### src/limit_alert_defines.svh
// Register offsets, field positions, reset values and limits of the monitor
`ifndef LIMIT_ALERT_DEFINES_SVH
`define LIMIT_ALERT_DEFINES_SVH
`define RESULT_W 12
`define NUM_CH 9
`define CH_CURR0 4
`define CH_TEMP0 6
`define CH_TEMP1 7
`define CH_DIE 8
`define ADDR_RESULT 8'h01
`define ADDR_VOLT_STAT 8'h04
`define ADDR_CURR_STAT 8'h05
`define ADDR_TEMP_STAT 8'h06
`define ADDR_CONFIG 8'h09
`define ADDR_LIMIT_BASE 8'h18
`define LIMIT_STRIDE 3
`define CFG_CLR_A_BIT 1
`define CFG_CLR_B_BIT 2
`define STAT_OVR1_BIT 4
`define STAT_OVR2_BIT 5
`define STAT_OVERTEMP_BIT 6
`define STAT_OPEN_BIT 7
`define FLAG_BIT 15
`define OPEN_FLAG_BIT 11
`define HYST_RESET_PLAIN 12'h008
`define HYST_RESET_TEMP 12'h020
`define HYST_RECORDER 12'hFFF
`define UPPER_RESET 12'hFFF
`define LOWER_RESET 12'h000
`define CONFIG_RESET 16'h0000
`define OVERTEMP_DEG 150
`define TEMP_LSB_PER_DEG 4
`define OVERTEMP_CODE (`OVERTEMP_DEG * `TEMP_LSB_PER_DEG)
`endif

### src/limit_alert_pkg.sv
// Shared types of the limit and alert monitor
package limit_alert_pkg;
  typedef logic [11:0] code_t;
  typedef logic [7:0] status_t;
  typedef logic [15:0] reg_word_t;
  typedef enum logic [1:0] {
    SEL_LOWER = 2'b00,
    SEL_UPPER = 2'b01,
    SEL_HYST = 2'b10
  } limit_sel_t;
endpackage

### src/limit_check_if.sv
// Per-channel link between the register owner and its limit checker
interface limit_check_if;
  limit_alert_pkg::code_t result;
  limit_alert_pkg::code_t upper;
  limit_alert_pkg::code_t lower;
  limit_alert_pkg::code_t hyst;
  logic alert_hi;
  logic alert_lo;
  limit_alert_pkg::code_t next_upper;
  limit_alert_pkg::code_t next_lower;
  logic next_alert_hi;
  logic next_alert_lo;
  modport calc (input result, upper, lower, hyst, alert_hi, alert_lo,
    output next_upper, next_lower, next_alert_hi, next_alert_lo);
  modport owner (output result, upper, lower, hyst, alert_hi, alert_lo,
    input next_upper, next_lower, next_alert_hi, next_alert_lo);
endinterface

### src/limit_alert_monitor.sv
// Limit checking, alert status registers and alert pin of the monitor
// How it works
// [RULE1] Result word flag shows any channel currently in alert.
// [RULE2] Voltage status holds low and high bits for four inputs.
// [RULE3] Status bits accumulate; later alerts add bits, earlier ones stay. Here a limit bit drops when its channel reads back N codes inside the limit.
// [RULE4] Current status: bits 3..0 limit alerts, bits 4,5 overranges.
// [RULE5] Software should clear both overrange bits after power-up.
// [RULE6] Temperature status bit 7 marks an open diode input.
// [RULE7] Die temperature above 150 C sets bit 6, floats DACs.
// [RULE8] Temperature status bits 5..0 hold three channels' limit alerts.
// [RULE9] Writing ones to a status register clears those bits.
// [RULE10] Config write with D1 and D2 clears all, enables pin.
// [RULE11] Result above upper limit raises the high alert.
// [RULE12] Result below lower limit raises the low alert.
// [RULE13] Alert drops once a later result is back in range.
// [RULE14] Status is refreshed on every conversion result.
// [RULE15] Alert releases only N codes inside the limit.
// [RULE16] Hysteresis near full scale keeps alerts from releasing.
// [RULE17] Temperature limit bit 11 reads zero while diode is open.
// [RULE18] Overrange status stays until software clears it.
// [RULE19] Hysteresis resets to 8, or 32 for temperature channels.
// [RULE20] Every channel has its own hysteresis for its limits.
// [RULE21] Hysteresis of FFF turns limits into min/max recorders.
// [RULE22] Upper limits reset to full code, lower limits to zero.
// [RULE23] Result word: flag, channel id, four MSBs, then eight LSBs.
// [RULE24] Recorder overwrites extremes and raises no limit alert.
`include "limit_alert_defines.svh"
module limit_alert_monitor #(
  parameter int unsigned RESULT_W = `RESULT_W
) (
  input wire logic core_clk_i,
  input wire logic reset_i,
  input wire logic conv_valid_i,
  input wire logic [3:0] conv_chan_i,
  input wire logic [RESULT_W-1:0] conv_data_i,
  input wire logic current_channel_one_overrange_i,
  input wire logic current_channel_two_overrange_i,
  input wire logic diode_sensor_pins_one_open_i,
  input wire logic diode_sensor_pins_two_open_i,
  input wire logic reg_wr_i,
  input wire logic reg_rd_i,
  input wire logic [7:0] reg_addr_i,
  input wire logic [15:0] reg_wdata_i,
  output limit_alert_pkg::reg_word_t reg_rdata_o,
  output logic alert_o,
  output logic dac_hiz_o
);
  if (RESULT_W != `RESULT_W) begin : g_bad_width
    $error("limit_alert_monitor supports only 12-bit results");
  end

  limit_alert_pkg::code_t upper [`NUM_CH];
  limit_alert_pkg::code_t lower [`NUM_CH];
  limit_alert_pkg::code_t hyst [`NUM_CH];
  limit_alert_pkg::code_t next_upper [`NUM_CH];
  limit_alert_pkg::code_t next_lower [`NUM_CH];
  logic [`NUM_CH-1:0] alert_hi;
  logic [`NUM_CH-1:0] alert_lo;
  logic [`NUM_CH-1:0] next_alert_hi;
  logic [`NUM_CH-1:0] next_alert_lo;
  logic [`NUM_CH-1:0] conv_hit;
  logic [2*`NUM_CH-1:0] lim_set;
  logic [2*`NUM_CH-1:0] lim_drop;
  limit_alert_pkg::status_t volt_stat;
  limit_alert_pkg::status_t curr_stat;
  limit_alert_pkg::status_t temp_stat;
  limit_alert_pkg::status_t volt_clr;
  limit_alert_pkg::status_t curr_clr;
  limit_alert_pkg::status_t temp_clr;
  limit_alert_pkg::reg_word_t config_word;
  logic alert_pin_en;
  limit_alert_pkg::code_t last_result;
  logic [3:0] last_chan;
  logic [1:0] ovr_s;
  logic [1:0] open_s;
  logic cfg_wr;
  logic clear_all;
  logic any_alert;
  logic overtemp_hit;
  logic lim_wr;
  logic [3:0] lim_ch;
  limit_alert_pkg::limit_sel_t lim_sel;

  function automatic logic limit_hit_f(input logic [7:0] a);
    int off;
    off = int'(a) - int'(`ADDR_LIMIT_BASE);
    return (off >= 0) && (off < `NUM_CH * `LIMIT_STRIDE);
  endfunction

  function automatic logic [3:0] limit_ch_f(input logic [7:0] a);
    logic [7:0] off;
    off = a - `ADDR_LIMIT_BASE;
    return 4'(off / 8'(`LIMIT_STRIDE));
  endfunction

  function automatic limit_alert_pkg::limit_sel_t limit_sel_f(
      input logic [7:0] a);
    logic [7:0] off;
    off = a - `ADDR_LIMIT_BASE;
    return limit_alert_pkg::limit_sel_t'(2'(off % 8'(`LIMIT_STRIDE)));
  endfunction

  // Overrange comparators and diode detectors are asynchronous
  sync2 #(.W(2)) u_ovr_sync (
    .core_clk_i(core_clk_i),
    .reset_i(reset_i),
    .d_i({current_channel_two_overrange_i, current_channel_one_overrange_i}),
    .q_o(ovr_s)
  );

  sync2 #(.W(2)) u_open_sync (
    .core_clk_i(core_clk_i),
    .reset_i(reset_i),
    .d_i({diode_sensor_pins_two_open_i, diode_sensor_pins_one_open_i}),
    .q_o(open_s)
  );

  limit_check_if chk_if [`NUM_CH] ();

  for (genvar g = 0; g < `NUM_CH; g++) begin : g_chk
    // [RULE20] own limits and hysteresis
    assign chk_if[g].result = conv_data_i;
    assign chk_if[g].upper = upper[g];
    assign chk_if[g].lower = lower[g];
    assign chk_if[g].hyst = hyst[g];
    assign chk_if[g].alert_hi = alert_hi[g];
    assign chk_if[g].alert_lo = alert_lo[g];
    assign next_upper[g] = chk_if[g].next_upper;
    assign next_lower[g] = chk_if[g].next_lower;
    assign next_alert_hi[g] = chk_if[g].next_alert_hi;
    assign next_alert_lo[g] = chk_if[g].next_alert_lo;
    assign conv_hit[g] = conv_valid_i && (conv_chan_i == 4'(g));
    // [RULE14] refresh on each conversion
    assign lim_set[2*g] = conv_hit[g] && next_alert_lo[g];
    assign lim_set[2*g+1] = conv_hit[g] && next_alert_hi[g];
    // [RULE13] back in range drops bit
    assign lim_drop[2*g] = conv_hit[g] && !next_alert_lo[g];
    assign lim_drop[2*g+1] = conv_hit[g] && !next_alert_hi[g];
    limit_checker u_chk (
      .chk(chk_if[g])
    );
  end

  assign lim_wr = reg_wr_i && limit_hit_f(reg_addr_i);
  assign lim_ch = limit_ch_f(reg_addr_i);
  assign lim_sel = limit_sel_f(reg_addr_i);
  assign cfg_wr = reg_wr_i && (reg_addr_i == `ADDR_CONFIG);
  // [RULE10] both clear bits written
  assign clear_all = cfg_wr && reg_wdata_i[`CFG_CLR_A_BIT]
    && reg_wdata_i[`CFG_CLR_B_BIT];

  // [RULE9] write-one clear, FF clears all
  always_comb begin
    volt_clr = '0;
    curr_clr = '0;
    temp_clr = '0;
    if (clear_all) begin
      volt_clr = 8'hFF;
      curr_clr = 8'hFF;
      temp_clr = 8'hFF;
    end else if (reg_wr_i) begin
      if (reg_addr_i == `ADDR_VOLT_STAT) volt_clr = reg_wdata_i[7:0];
      if (reg_addr_i == `ADDR_CURR_STAT) curr_clr = reg_wdata_i[7:0];
      if (reg_addr_i == `ADDR_TEMP_STAT) temp_clr = reg_wdata_i[7:0];
    end
  end

  // Signed compare so sub-zero die readings never trip it
  // [RULE7] die overtemperature detect
  assign overtemp_hit = conv_hit[`CH_DIE]
    && ($signed(conv_data_i) > $signed(13'(`OVERTEMP_CODE)));

  // Limits and alert state; a register write beats a conversion
  always_ff @(posedge core_clk_i) begin
    for (int c = 0; c < `NUM_CH; c++) begin
      if (reset_i) begin
        // [RULE22] full-scale and zero limits
        upper[c] <= `UPPER_RESET;
        lower[c] <= `LOWER_RESET;
        // [RULE19] hysteresis power-up values
        hyst[c] <= (c >= `CH_TEMP0) ? `HYST_RESET_TEMP : `HYST_RESET_PLAIN;
        alert_hi[c] <= 1'b0;
        alert_lo[c] <= 1'b0;
      end else begin
        if (lim_wr && lim_ch == 4'(c) && lim_sel == limit_alert_pkg::SEL_UPPER)
          upper[c] <= reg_wdata_i[11:0];
        else if (conv_hit[c])
          upper[c] <= next_upper[c];
        if (lim_wr && lim_ch == 4'(c) && lim_sel == limit_alert_pkg::SEL_LOWER)
          lower[c] <= reg_wdata_i[11:0];
        else if (conv_hit[c])
          lower[c] <= next_lower[c];
        if (lim_wr && lim_ch == 4'(c) && lim_sel == limit_alert_pkg::SEL_HYST)
          hyst[c] <= reg_wdata_i[11:0];
        if (conv_hit[c]) begin
          alert_hi[c] <= next_alert_hi[c];
          alert_lo[c] <= next_alert_lo[c];
        end
      end
    end
  end

  // Set wins over any clear in the same cycle
  // [RULE3] accumulate alert bits
  always_ff @(posedge core_clk_i) begin
    if (reset_i) begin
      volt_stat <= 8'h00;
    end else begin
      // [RULE2] four voltage pairs
      volt_stat <= (volt_stat & ~volt_clr & ~lim_drop[7:0]) | lim_set[7:0];
    end
  end

  always_ff @(posedge core_clk_i) begin
    if (reset_i) begin
      curr_stat <= 8'h00;
    end else begin
      // [RULE4] current limit pairs
      curr_stat[3:0] <= (curr_stat[3:0] & ~curr_clr[3:0] & ~lim_drop[11:8])
        | lim_set[11:8];
      // [RULE18] overrange stays until written
      curr_stat[`STAT_OVR1_BIT] <= (curr_stat[`STAT_OVR1_BIT]
        && !curr_clr[`STAT_OVR1_BIT]) || ovr_s[0];
      curr_stat[`STAT_OVR2_BIT] <= (curr_stat[`STAT_OVR2_BIT]
        && !curr_clr[`STAT_OVR2_BIT]) || ovr_s[1];
      curr_stat[7:6] <= 2'h0;
    end
  end

  always_ff @(posedge core_clk_i) begin
    if (reset_i) begin
      temp_stat <= 8'h00;
    end else begin
      // [RULE8] three temperature pairs
      temp_stat[5:0] <= (temp_stat[5:0] & ~temp_clr[5:0] & ~lim_drop[17:12])
        | lim_set[17:12];
      temp_stat[`STAT_OVERTEMP_BIT] <= (temp_stat[`STAT_OVERTEMP_BIT]
        && !temp_clr[`STAT_OVERTEMP_BIT]) || overtemp_hit;
      // [RULE6] open diode flag
      temp_stat[`STAT_OPEN_BIT] <= (temp_stat[`STAT_OPEN_BIT]
        && !temp_clr[`STAT_OPEN_BIT]) || (|open_s);
    end
  end

  always_ff @(posedge core_clk_i) begin
    if (reset_i) begin
      config_word <= `CONFIG_RESET;
      alert_pin_en <= 1'b0;
    end else if (cfg_wr) begin
      config_word <= reg_wdata_i;
      alert_pin_en <= clear_all;
    end
  end

  always_ff @(posedge core_clk_i) begin
    if (reset_i) begin
      last_result <= 12'h000;
      last_chan <= 4'h0;
    end else if (conv_valid_i) begin
      last_result <= conv_data_i;
      last_chan <= conv_chan_i;
    end
  end

  // [RULE1] flag covers every channel
  assign any_alert = (|volt_stat) || (|curr_stat) || (|temp_stat);
  assign alert_o = alert_pin_en && any_alert;
  // [RULE7] overtemperature floats DACs
  assign dac_hiz_o = temp_stat[`STAT_OVERTEMP_BIT];

  // Reads have no side effect; unmapped offsets read zero
  always_ff @(posedge core_clk_i) begin
    if (reset_i) begin
      reg_rdata_o <= 16'h0000;
    end else if (reg_rd_i) begin
      reg_rdata_o <= 16'h0000;
      if (reg_addr_i == `ADDR_RESULT)
        // [RULE23] flag, id, result
        reg_rdata_o <= {any_alert, last_chan[2:0], last_result};
      else if (reg_addr_i == `ADDR_VOLT_STAT)
        reg_rdata_o <= {8'h00, volt_stat};
      else if (reg_addr_i == `ADDR_CURR_STAT)
        reg_rdata_o <= {8'h00, curr_stat};
      else if (reg_addr_i == `ADDR_TEMP_STAT)
        reg_rdata_o <= {8'h00, temp_stat};
      else if (reg_addr_i == `ADDR_CONFIG)
        reg_rdata_o <= config_word;
      else if (limit_hit_f(reg_addr_i)) begin
        unique case (lim_sel)
          limit_alert_pkg::SEL_UPPER:
            reg_rdata_o <= {4'h0, upper[lim_ch]};
          limit_alert_pkg::SEL_LOWER:
            reg_rdata_o <= {4'h0, lower[lim_ch]};
          limit_alert_pkg::SEL_HYST:
            reg_rdata_o <= {4'h0, hyst[lim_ch]};
          default:
            reg_rdata_o <= 16'h0000;
        endcase
        // [RULE17] open diode reads bit 11 low
        if (lim_sel != limit_alert_pkg::SEL_HYST
            && ((lim_ch == 4'(`CH_TEMP0) && open_s[0])
            || (lim_ch == 4'(`CH_TEMP1) && open_s[1])))
          reg_rdata_o[`OPEN_FLAG_BIT] <= 1'b0;
      end
    end
  end

  logic conv_ok;
  assign conv_ok = conv_valid_i && (conv_chan_i < 4'(`NUM_CH));
endmodule // limit_alert_monitor

### src/sync2.sv
// Two-flop synchroniser for pin levels
module sync2 #(
  parameter int unsigned W = 1
) (
  input wire logic core_clk_i,
  input wire logic reset_i,
  input wire logic [W-1:0] d_i,
  output logic [W-1:0] q_o
);
  logic [W-1:0] meta;
  always_ff @(posedge core_clk_i) begin
    if (reset_i) begin
      meta <= '0;
      q_o <= '0;
    end else begin
      meta <= d_i;
      q_o <= meta;
    end
  end
endmodule // sync2

### src/limit_checker.sv
// Next limit, recorder and alert state of one channel for one conversion
`include "limit_alert_defines.svh"
module limit_checker (
  limit_check_if.calc chk
);
  logic recorder;
  logic [12:0] res_x;
  logic [12:0] up_x;
  logic [12:0] lo_x;
  logic [12:0] hy_x;
  assign res_x = {1'b0, chk.result};
  assign up_x = {1'b0, chk.upper};
  assign lo_x = {1'b0, chk.lower};
  assign hy_x = {1'b0, chk.hyst};
  // [RULE21] recorder mode select
  assign recorder = (chk.hyst == `HYST_RECORDER);
  always_comb begin
    chk.next_upper = chk.upper;
    chk.next_lower = chk.lower;
    chk.next_alert_hi = chk.alert_hi;
    chk.next_alert_lo = chk.alert_lo;
    if (recorder) begin
      // [RULE24] track extremes, no alerts
      if (chk.result > chk.upper) chk.next_upper = chk.result;
      if (chk.result < chk.lower) chk.next_lower = chk.result;
      chk.next_alert_hi = 1'b0;
      chk.next_alert_lo = 1'b0;
    end else begin
      // [RULE11] strictly above upper
      if (chk.result > chk.upper) begin
        chk.next_alert_hi = 1'b1;
      // [RULE15] release N below upper
      end else if (res_x + hy_x <= up_x) begin
        chk.next_alert_hi = 1'b0;
      end
      // [RULE12] strictly below lower
      if (chk.result < chk.lower) begin
        chk.next_alert_lo = 1'b1;
      // [RULE16] large N never reached
      end else if (res_x >= lo_x + hy_x) begin
        chk.next_alert_lo = 1'b0;
      end
    end
  end
endmodule // limit_checker

### config.mk
export PLATFORM = sky130hd
export DESIGN_NAME = limit_alert_monitor
export DESIGN_NICKNAME = d
export VERILOG_FILES = /design/src/limit_alert_pkg.sv /design/src/limit_check_if.sv /design/src/limit_alert_monitor.sv /design/src/sync2.sv /design/src/limit_checker.sv
export VERILOG_INCLUDE_DIRS = /design/src
export SDC_FILE = /design/constraint.sdc
export NUM_CORES = 2
export LEC_CHECK = 0
export BUFFER_PORTS_ARGS = -buffer_cell sky130_fd_sc_hd__buf_2
export CORE_UTILIZATION = 48
export DETAILED_ROUTE_END_ITERATION = 10
export MAX_ROUTING_LAYER = met4
export PLACE_DENSITY = 0.72
export SLEW_MARGIN = 20
export SYNTH_ARGS = -nofsm -noshare
export SYNTH_HDL_FRONTEND = slang
export SYNTH_SLANG_ARGS = --single-unit
### constraint.sdc
create_clock -name core_clk_i -period 11.7 [get_ports core_clk_i]
set_clock_uncertainty 0.1 [all_clocks]
set_input_delay 1.17 -clock core_clk_i [delete_from_list [all_inputs] [get_ports core_clk_i]]
set_output_delay 1.17 -clock core_clk_i [all_outputs]
set_load 0.02 [all_outputs]
After elaboration in Yosys (flattened, before gate mapping) --
Memories as Yosys holds them, arrays and structs flattened. Cells that the tools add are included.
Storage, ports and cells: register bits after elaboration 98, RAM bits 324, input port bits 49, output and inout port bits 18, word-level logic and storage cells 617, memories kept 3
Memory list:
- hyst | depth 9, bits a word 12, rd ports 10, clocked after memory_dff 0, write ports 9, line limit_alert_monitor.sv:54 | limit_alert_pkg::code_t hyst [`NUM_CH];
- lower | depth 9, bits a word 12, rd ports 10, clocked after memory_dff 0, write ports 9, line limit_alert_monitor.sv:53 | limit_alert_pkg::code_t lower [`NUM_CH];
- upper | depth 9, bits a word 12, rd ports 10, clocked after memory_dff 0, write ports 9, line limit_alert_monitor.sv:52 | limit_alert_pkg::code_t upper [`NUM_CH];
Operators by class: add/subtract/negate cells 20, divide/modulo/power cells 2, $lt $le $gt $ge 39, eq/ne operators 33, mux-type cells 298, bitwise operators 60, reduce and logical (&&, ||, !) cells 131
Operators by type and width (count):
- 12-bit two-way mux | 82
- 12-bit by 12-bit adder with 13-bit output | 18
- 1-bit two-way mux | 201
- 12-bit by 13-bit greater-or-equal comparator with 1-bit output | 9
- 13-bit by 12-bit less-or-equal comparator with 1-bit output | 9
- 12-bit equality test (second input constant) | 9
- 12-bit > comparator | 9
- 12-bit < comparator | 9
- 1-bit logical AND | 95
- 16-bit two-way mux | 5
- 8-bit two-way mux | 6
- 1-bit bitwise OR | 45
- 12-bit case mux with 3 select lines | 1
- 4-bit by 3-bit equality test with 1-bit output (second input constant) | 8
- 8-bit by 3-bit equality test with 1-bit output (second input constant) | 3
- 8-bit OR reduction | 3
- 1-bit zero test | 22
- 6-bit two-way mux | 3
- 8-bit AND | 2
- 4-bit by 2-bit equality test with 1-bit output (second input constant) | 4
- 8-bit inverter | 2
- 6-bit AND | 2
- 12-bit by 11-bit > comparator with 1-bit output (second input constant) | 1
- 6-bit inverter | 2
- 22 further kinds | 33

Logic depth before layout (Yosys ltp) --
depth after elaboration 13, mapped depth 31, gate-level depth less buffers 22

Modules after synthesis --
Synthesis repeated with hierarchy kept, for this count alone.
Unflattened totals: cells, all modules 4964, area, all modules 43688.2 um^2
Modules (own cells, without submodules):
- limit_alert_monitor | times used 1, cells an instance 2126, area an instance 21240.4 um^2, sequential area each 11491.0 um^2
- limit_checker (g_chk[0].u_chk ...) | times used 6, cells an instance 314, area an instance 2464.9 um^2, sequential area each 0.0 um^2
- limit_checker (g_chk[1].u_chk ...) | times used 2, cells an instance 312, area an instance 2471.1 um^2, sequential area each 0.0 um^2
- limit_checker (g_chk[8].u_chk) | times used 1, cells an instance 314, area an instance 2506.2 um^2, sequential area each 0.0 um^2
- sync2 | times used 2, cells an instance 8, area an instance 105.1 um^2, sequential area each 80.1 um^2

Least setup slack after synthesis --
Ideal clock, no wire load.
path kind input-to-reg, start point input reg_addr_i[3], end point memory hyst[0][0] (netlist name) (enable), library setup time 0.398 ns, data arrival time 7.094 ns, required time 11.202 ns, slack 4.109 ns, cell stages on the path 27, cells stage by stage buf_2 inv_1 clkbuf_1 ha_1 buf_2 or3_4 o32ai_2 o31ai_4 nand2_1 a21oi_1 o21ai_1 clkbuf_1 xnor2_1 ha_1 clkbuf_1 a31oi_4 xnor2_4 clkinv_4 ha_1 a21oi_1 o2111a_1 buf_6 buf_6 a31oi_4 buf_2 clkbuf_1 o21ai_0
RTL lines:
- from (decl) | line limit_alert_monitor.sv:42 | input wire logic [7:0] reg_addr_i,
- to (decl) | line limit_alert_monitor.sv:54

==> impl_results.md <==
* Gr usage total at 36.51%
* Initial drt markers at 4,822
* Initial antenna violation count at 13
* Ys async rst share at 0%
* Cts hold-fix bufs at 0
* Post-DR wirelength/cell at 28.66 um
* Vias at 35,250
* Worst VDD drop at 0.1108 mV
* Hold Startpoint: u_ovr_sync.meta[1]$_SDFF_PP0_
* Post-DR vias/cell at 6.781
* Unrepaired setup endpoints after global routing: false
* Critical Path Source Type: input port
* Crit path DAT at 8.55 ns
* Yosys Warn Count at 0
* Maximum fanout along the worst path at 49
* Avg Synthesized Cell Area at 9.464 um2
* CTS tree: done
* Yosys cell types at 106
* Reg clk slew, reported paths at 0.06 ns
* Mapped Cells at 4,123
* Seq pwr share at 32.8%
* Clock Path Buffers at 3
* First-pass DRT Iterations at 10
* #FFs+latches synth at 420
* Row cnt at 104
* Top cells by area, synth: edfxtp_1, ha_1, dfxtp_1
* Pleak at 18.11 nW
* Hold Vio Cnt, Final at 0
* Die height at 287.1 um
* Switching share of power at 36.88%
* Port-buffer cells at 66
* Hold path cells at 1
* Clk pwr share at 31.6%
* Final Core Density at 52.31%
* Crit path kind: in -> reg
* Hold/Removal Path Class: reg -> reg
* Setup TNS at 0 ns
* Max-cap viol count at 0
* Worst skew pair latency at 0.61 ns
* Worst reg2reg path depth at 20
* Hold Path Sink: u_ovr_sync.q_o[1]$_SDFF_PP0_
* Least-Margin Pin Slew at 1.332 ns
* Cell area after layout at 42,070 um2
* DP Area at 40,230 um2
* Crit end category: flop
* Share of the synthesized area in the top cell type at 24.93%
* Worst Hold Slack at 0.3400 ns
* Inserted Clock Buffers at 48
* Sink Count at 420
* Count leader, synth: ha_1
* Core area at 80,420 um2
* Critical Path RT at 12.07 ns
* Compound-Gate Fraction of Synth Area at 23.58%
* Setup ws final at 3.522 ns
* Final setup violation count at 0
* Switching power at 2.033 mW
* Global-route wire length before repair at 214,500 um
* Status: completed
* Slew Viols, Final at 0
* CTS root buf: clkbuf_16
* XOR/XNOR share of the synthesized area at 4.310%
* Grt total ovfl at 0
* Worst R2R Setup Slack at 7.09 ns
* Largest net degree at the start of global routing at 71
* Mux contribution to synthesized area at 2.556%
* Remaining DRCs at 0
* Max Fclk at 0.1223 GHz
* Synth top cells by count: ha_1, edfxtp_1, inv_1
* Pre-CTS setup slack at 3.106 ns
* Share of layout cells above drive strength 1 at 7.126%
* Routed WL at 149,000 um
* Fin crit share at 69.90%
* # IOs at 67
* Worst r2r src: hyst[5][1]$_SDFFCE_PN0P_
* Setup Fix Bufs, Post-CTS at 0
* Relative slew margins at 11.23%
* Post-CTS Resized at 0
* RR Endpoint: curr_stat[3]$_SDFF_PP0_
* PD cells at 131.0 nW/um2
* Post-DP HPWL at 106,500 um
* Synth area leader: edfxtp_1
* Post-synthesis net count at 4,835
* Syn-to-layout area delta at 7.811%
* P_int at 3.479 mW
* Die width at 287.1 um
* Min cycle time layout at 8.178 ns
* Post-synth EDFFs at 324
* Post-synthesis cell area at 39,020 um2
* Comb pwr share at 35.6%
* Top FF cell, synth: edfxtp_1
* Fillers at 7,269
* Nets@finish at 4,800
* Htree depth at 2
* Post-DRT Antenna Nets at 0
* Register area share after synthesis at 29.86%
* Largest family of logic cells by synthesized area: compound AO/OA/AOI/OAI gates
* Placer Congestion at 1.117
* Die area at 82,440 um2
* Post-Synth Adder-Cell Area at 21.61%
* Vias in the first global route at 32,420
* Initial Utilization at 48.52%
* Simple-gate share of the synthesized area at 12.54%
[area by class of cell]
| type | count | area [um2] | area share, % |
|---|---|---|---|
| inverters | 319 | 1202 | 2.858 |
| well taps | 1060 | 1326 | 3.153 |
| clock buffers | 55 | 1259 | 2.992 |
| repair buffers | 123 | 780.7 | 1.856 |
| flip-flops and latches | 420 | 11650 | 27.70 |
| clock inverters | 33 | 513.0 | 1.219 |
| multi-input cells | 3176 | 25310 | 60.15 |
| diodes | 12 | 30.03 | 0.07138 |
[power groups by stage]
stage | Sequential [mW] | Combinational, mW | Clock, mW
2_1_floorplan | 1.75 | 1.35 | 0
3_3_place_gp | 1.83 | 1.84 | 0
3_5_place_dp | 1.83 | 1.88 | 0
4_1_cts | 1.80 | 1.89 | 1.73
5_1_grt | 1.81 | 2.10 | 1.78
6_report | 1.81 | 1.96 | 1.74
[critical path, stage by stage]
cell and delay, ns:
buf_2 0.31, inv_1 0.30, ha_1 0.52, nand2b_1 0.18, nor2_1 0.08, o311ai_2 0.49, nand2_1 0.26, a21oi_1 0.21
o21ai_1 0.08, buf_4 0.22, xnor2_1 0.14, ha_1 0.30, a31oi_4 0.16, buf_4 0.46, xnor2_4 0.22, clkinv_4 0.16
ha_1 0.22, a21oi_1 0.35, o2111a_4 0.48, buf_4 0.61, nor2_1 0.39, nand2_1 0.22, nor2_1 0.07, nor3_2 0.65
a22o_1 0.23
[flip-flops by register name (all words and copies together), names as in the netlist]
name              count
config_word          16
hyst                108
temp_stat             8
u_ovr_sync.q_o        2
u_open_sync.q_o       2
alert_lo              9
u_ovr_sync.meta       2
alert_hi              9
u_open_sync.meta      2
last_chan             3
volt_stat             8
curr_stat             6
last_result          12
alert_pin_en          1
upper               108
reg_rdata_o          16
lower               108
[cells by family after synthesis]
logic type,after synthesis
AOI/OAI and AO/OA,1297
and+or+nand+nor,965
adders and majority gates,663
buffers and inverters,527
DFF,420
xor gates and xnor gates,189
muxes,62
[worst max-delay path by stage]
stage / startpoint / end / cells past startpoint
finish: reg_addr_i[3] / lower[3][7]$_DFFE_PP_ / 25
global route: reg_addr_i[3] / lower[3][8]$_DFFE_PP_ / 25
CTS: reg_addr_i[3] / lower[3][7]$_DFFE_PP_ / 25
detailed placement: reg_addr_i[3] / lower[3][7]$_DFFE_PP_ / 25
global placement: reg_addr_i[3] / lower[3][3]$_DFFE_PP_ / 25
floorplan: reg_addr_i[3] / hyst[0][0]$_SDFFCE_PN0P_ / 27
[layout by cell type (no fill, tap or decap), drive strengths merged, types with 70 or more instances in the layout]
master and instances:
nor3 70, buf 123, nand3 85, o21a 78, inv 318, o22a 108, nand2 207, a21o 197
o21ai 145, nor2 214, o21bai 89, edfxtp 324, nand4 87, ha 645, dfxtp 96, and2 119
xnor2 140, a22o 98, a21oi 314
[per-stage QoR]
stage | cells | power [mW]
global placement | 5098 | 3.665
global route | 5193 | 5.685
detailed placement | 5098 | 3.705
CTS | 5186 | 5.412
finish | 5198 | 5.511
floorplan | 4123 | 3.107
[routing by layer]
layer | up-vias | part of all wire [%] | global-route usage (%)
met4 | 0 | 6.1 | 17.54
met1 | 16690 | 39 | 47.99
met3 | 583 | 15 | 10.76
met5 | - | 0 | -
li1 | 15360 | - | -
met2 | 2619 | 40 | 50.90
(Power assumes the default switching activity.)
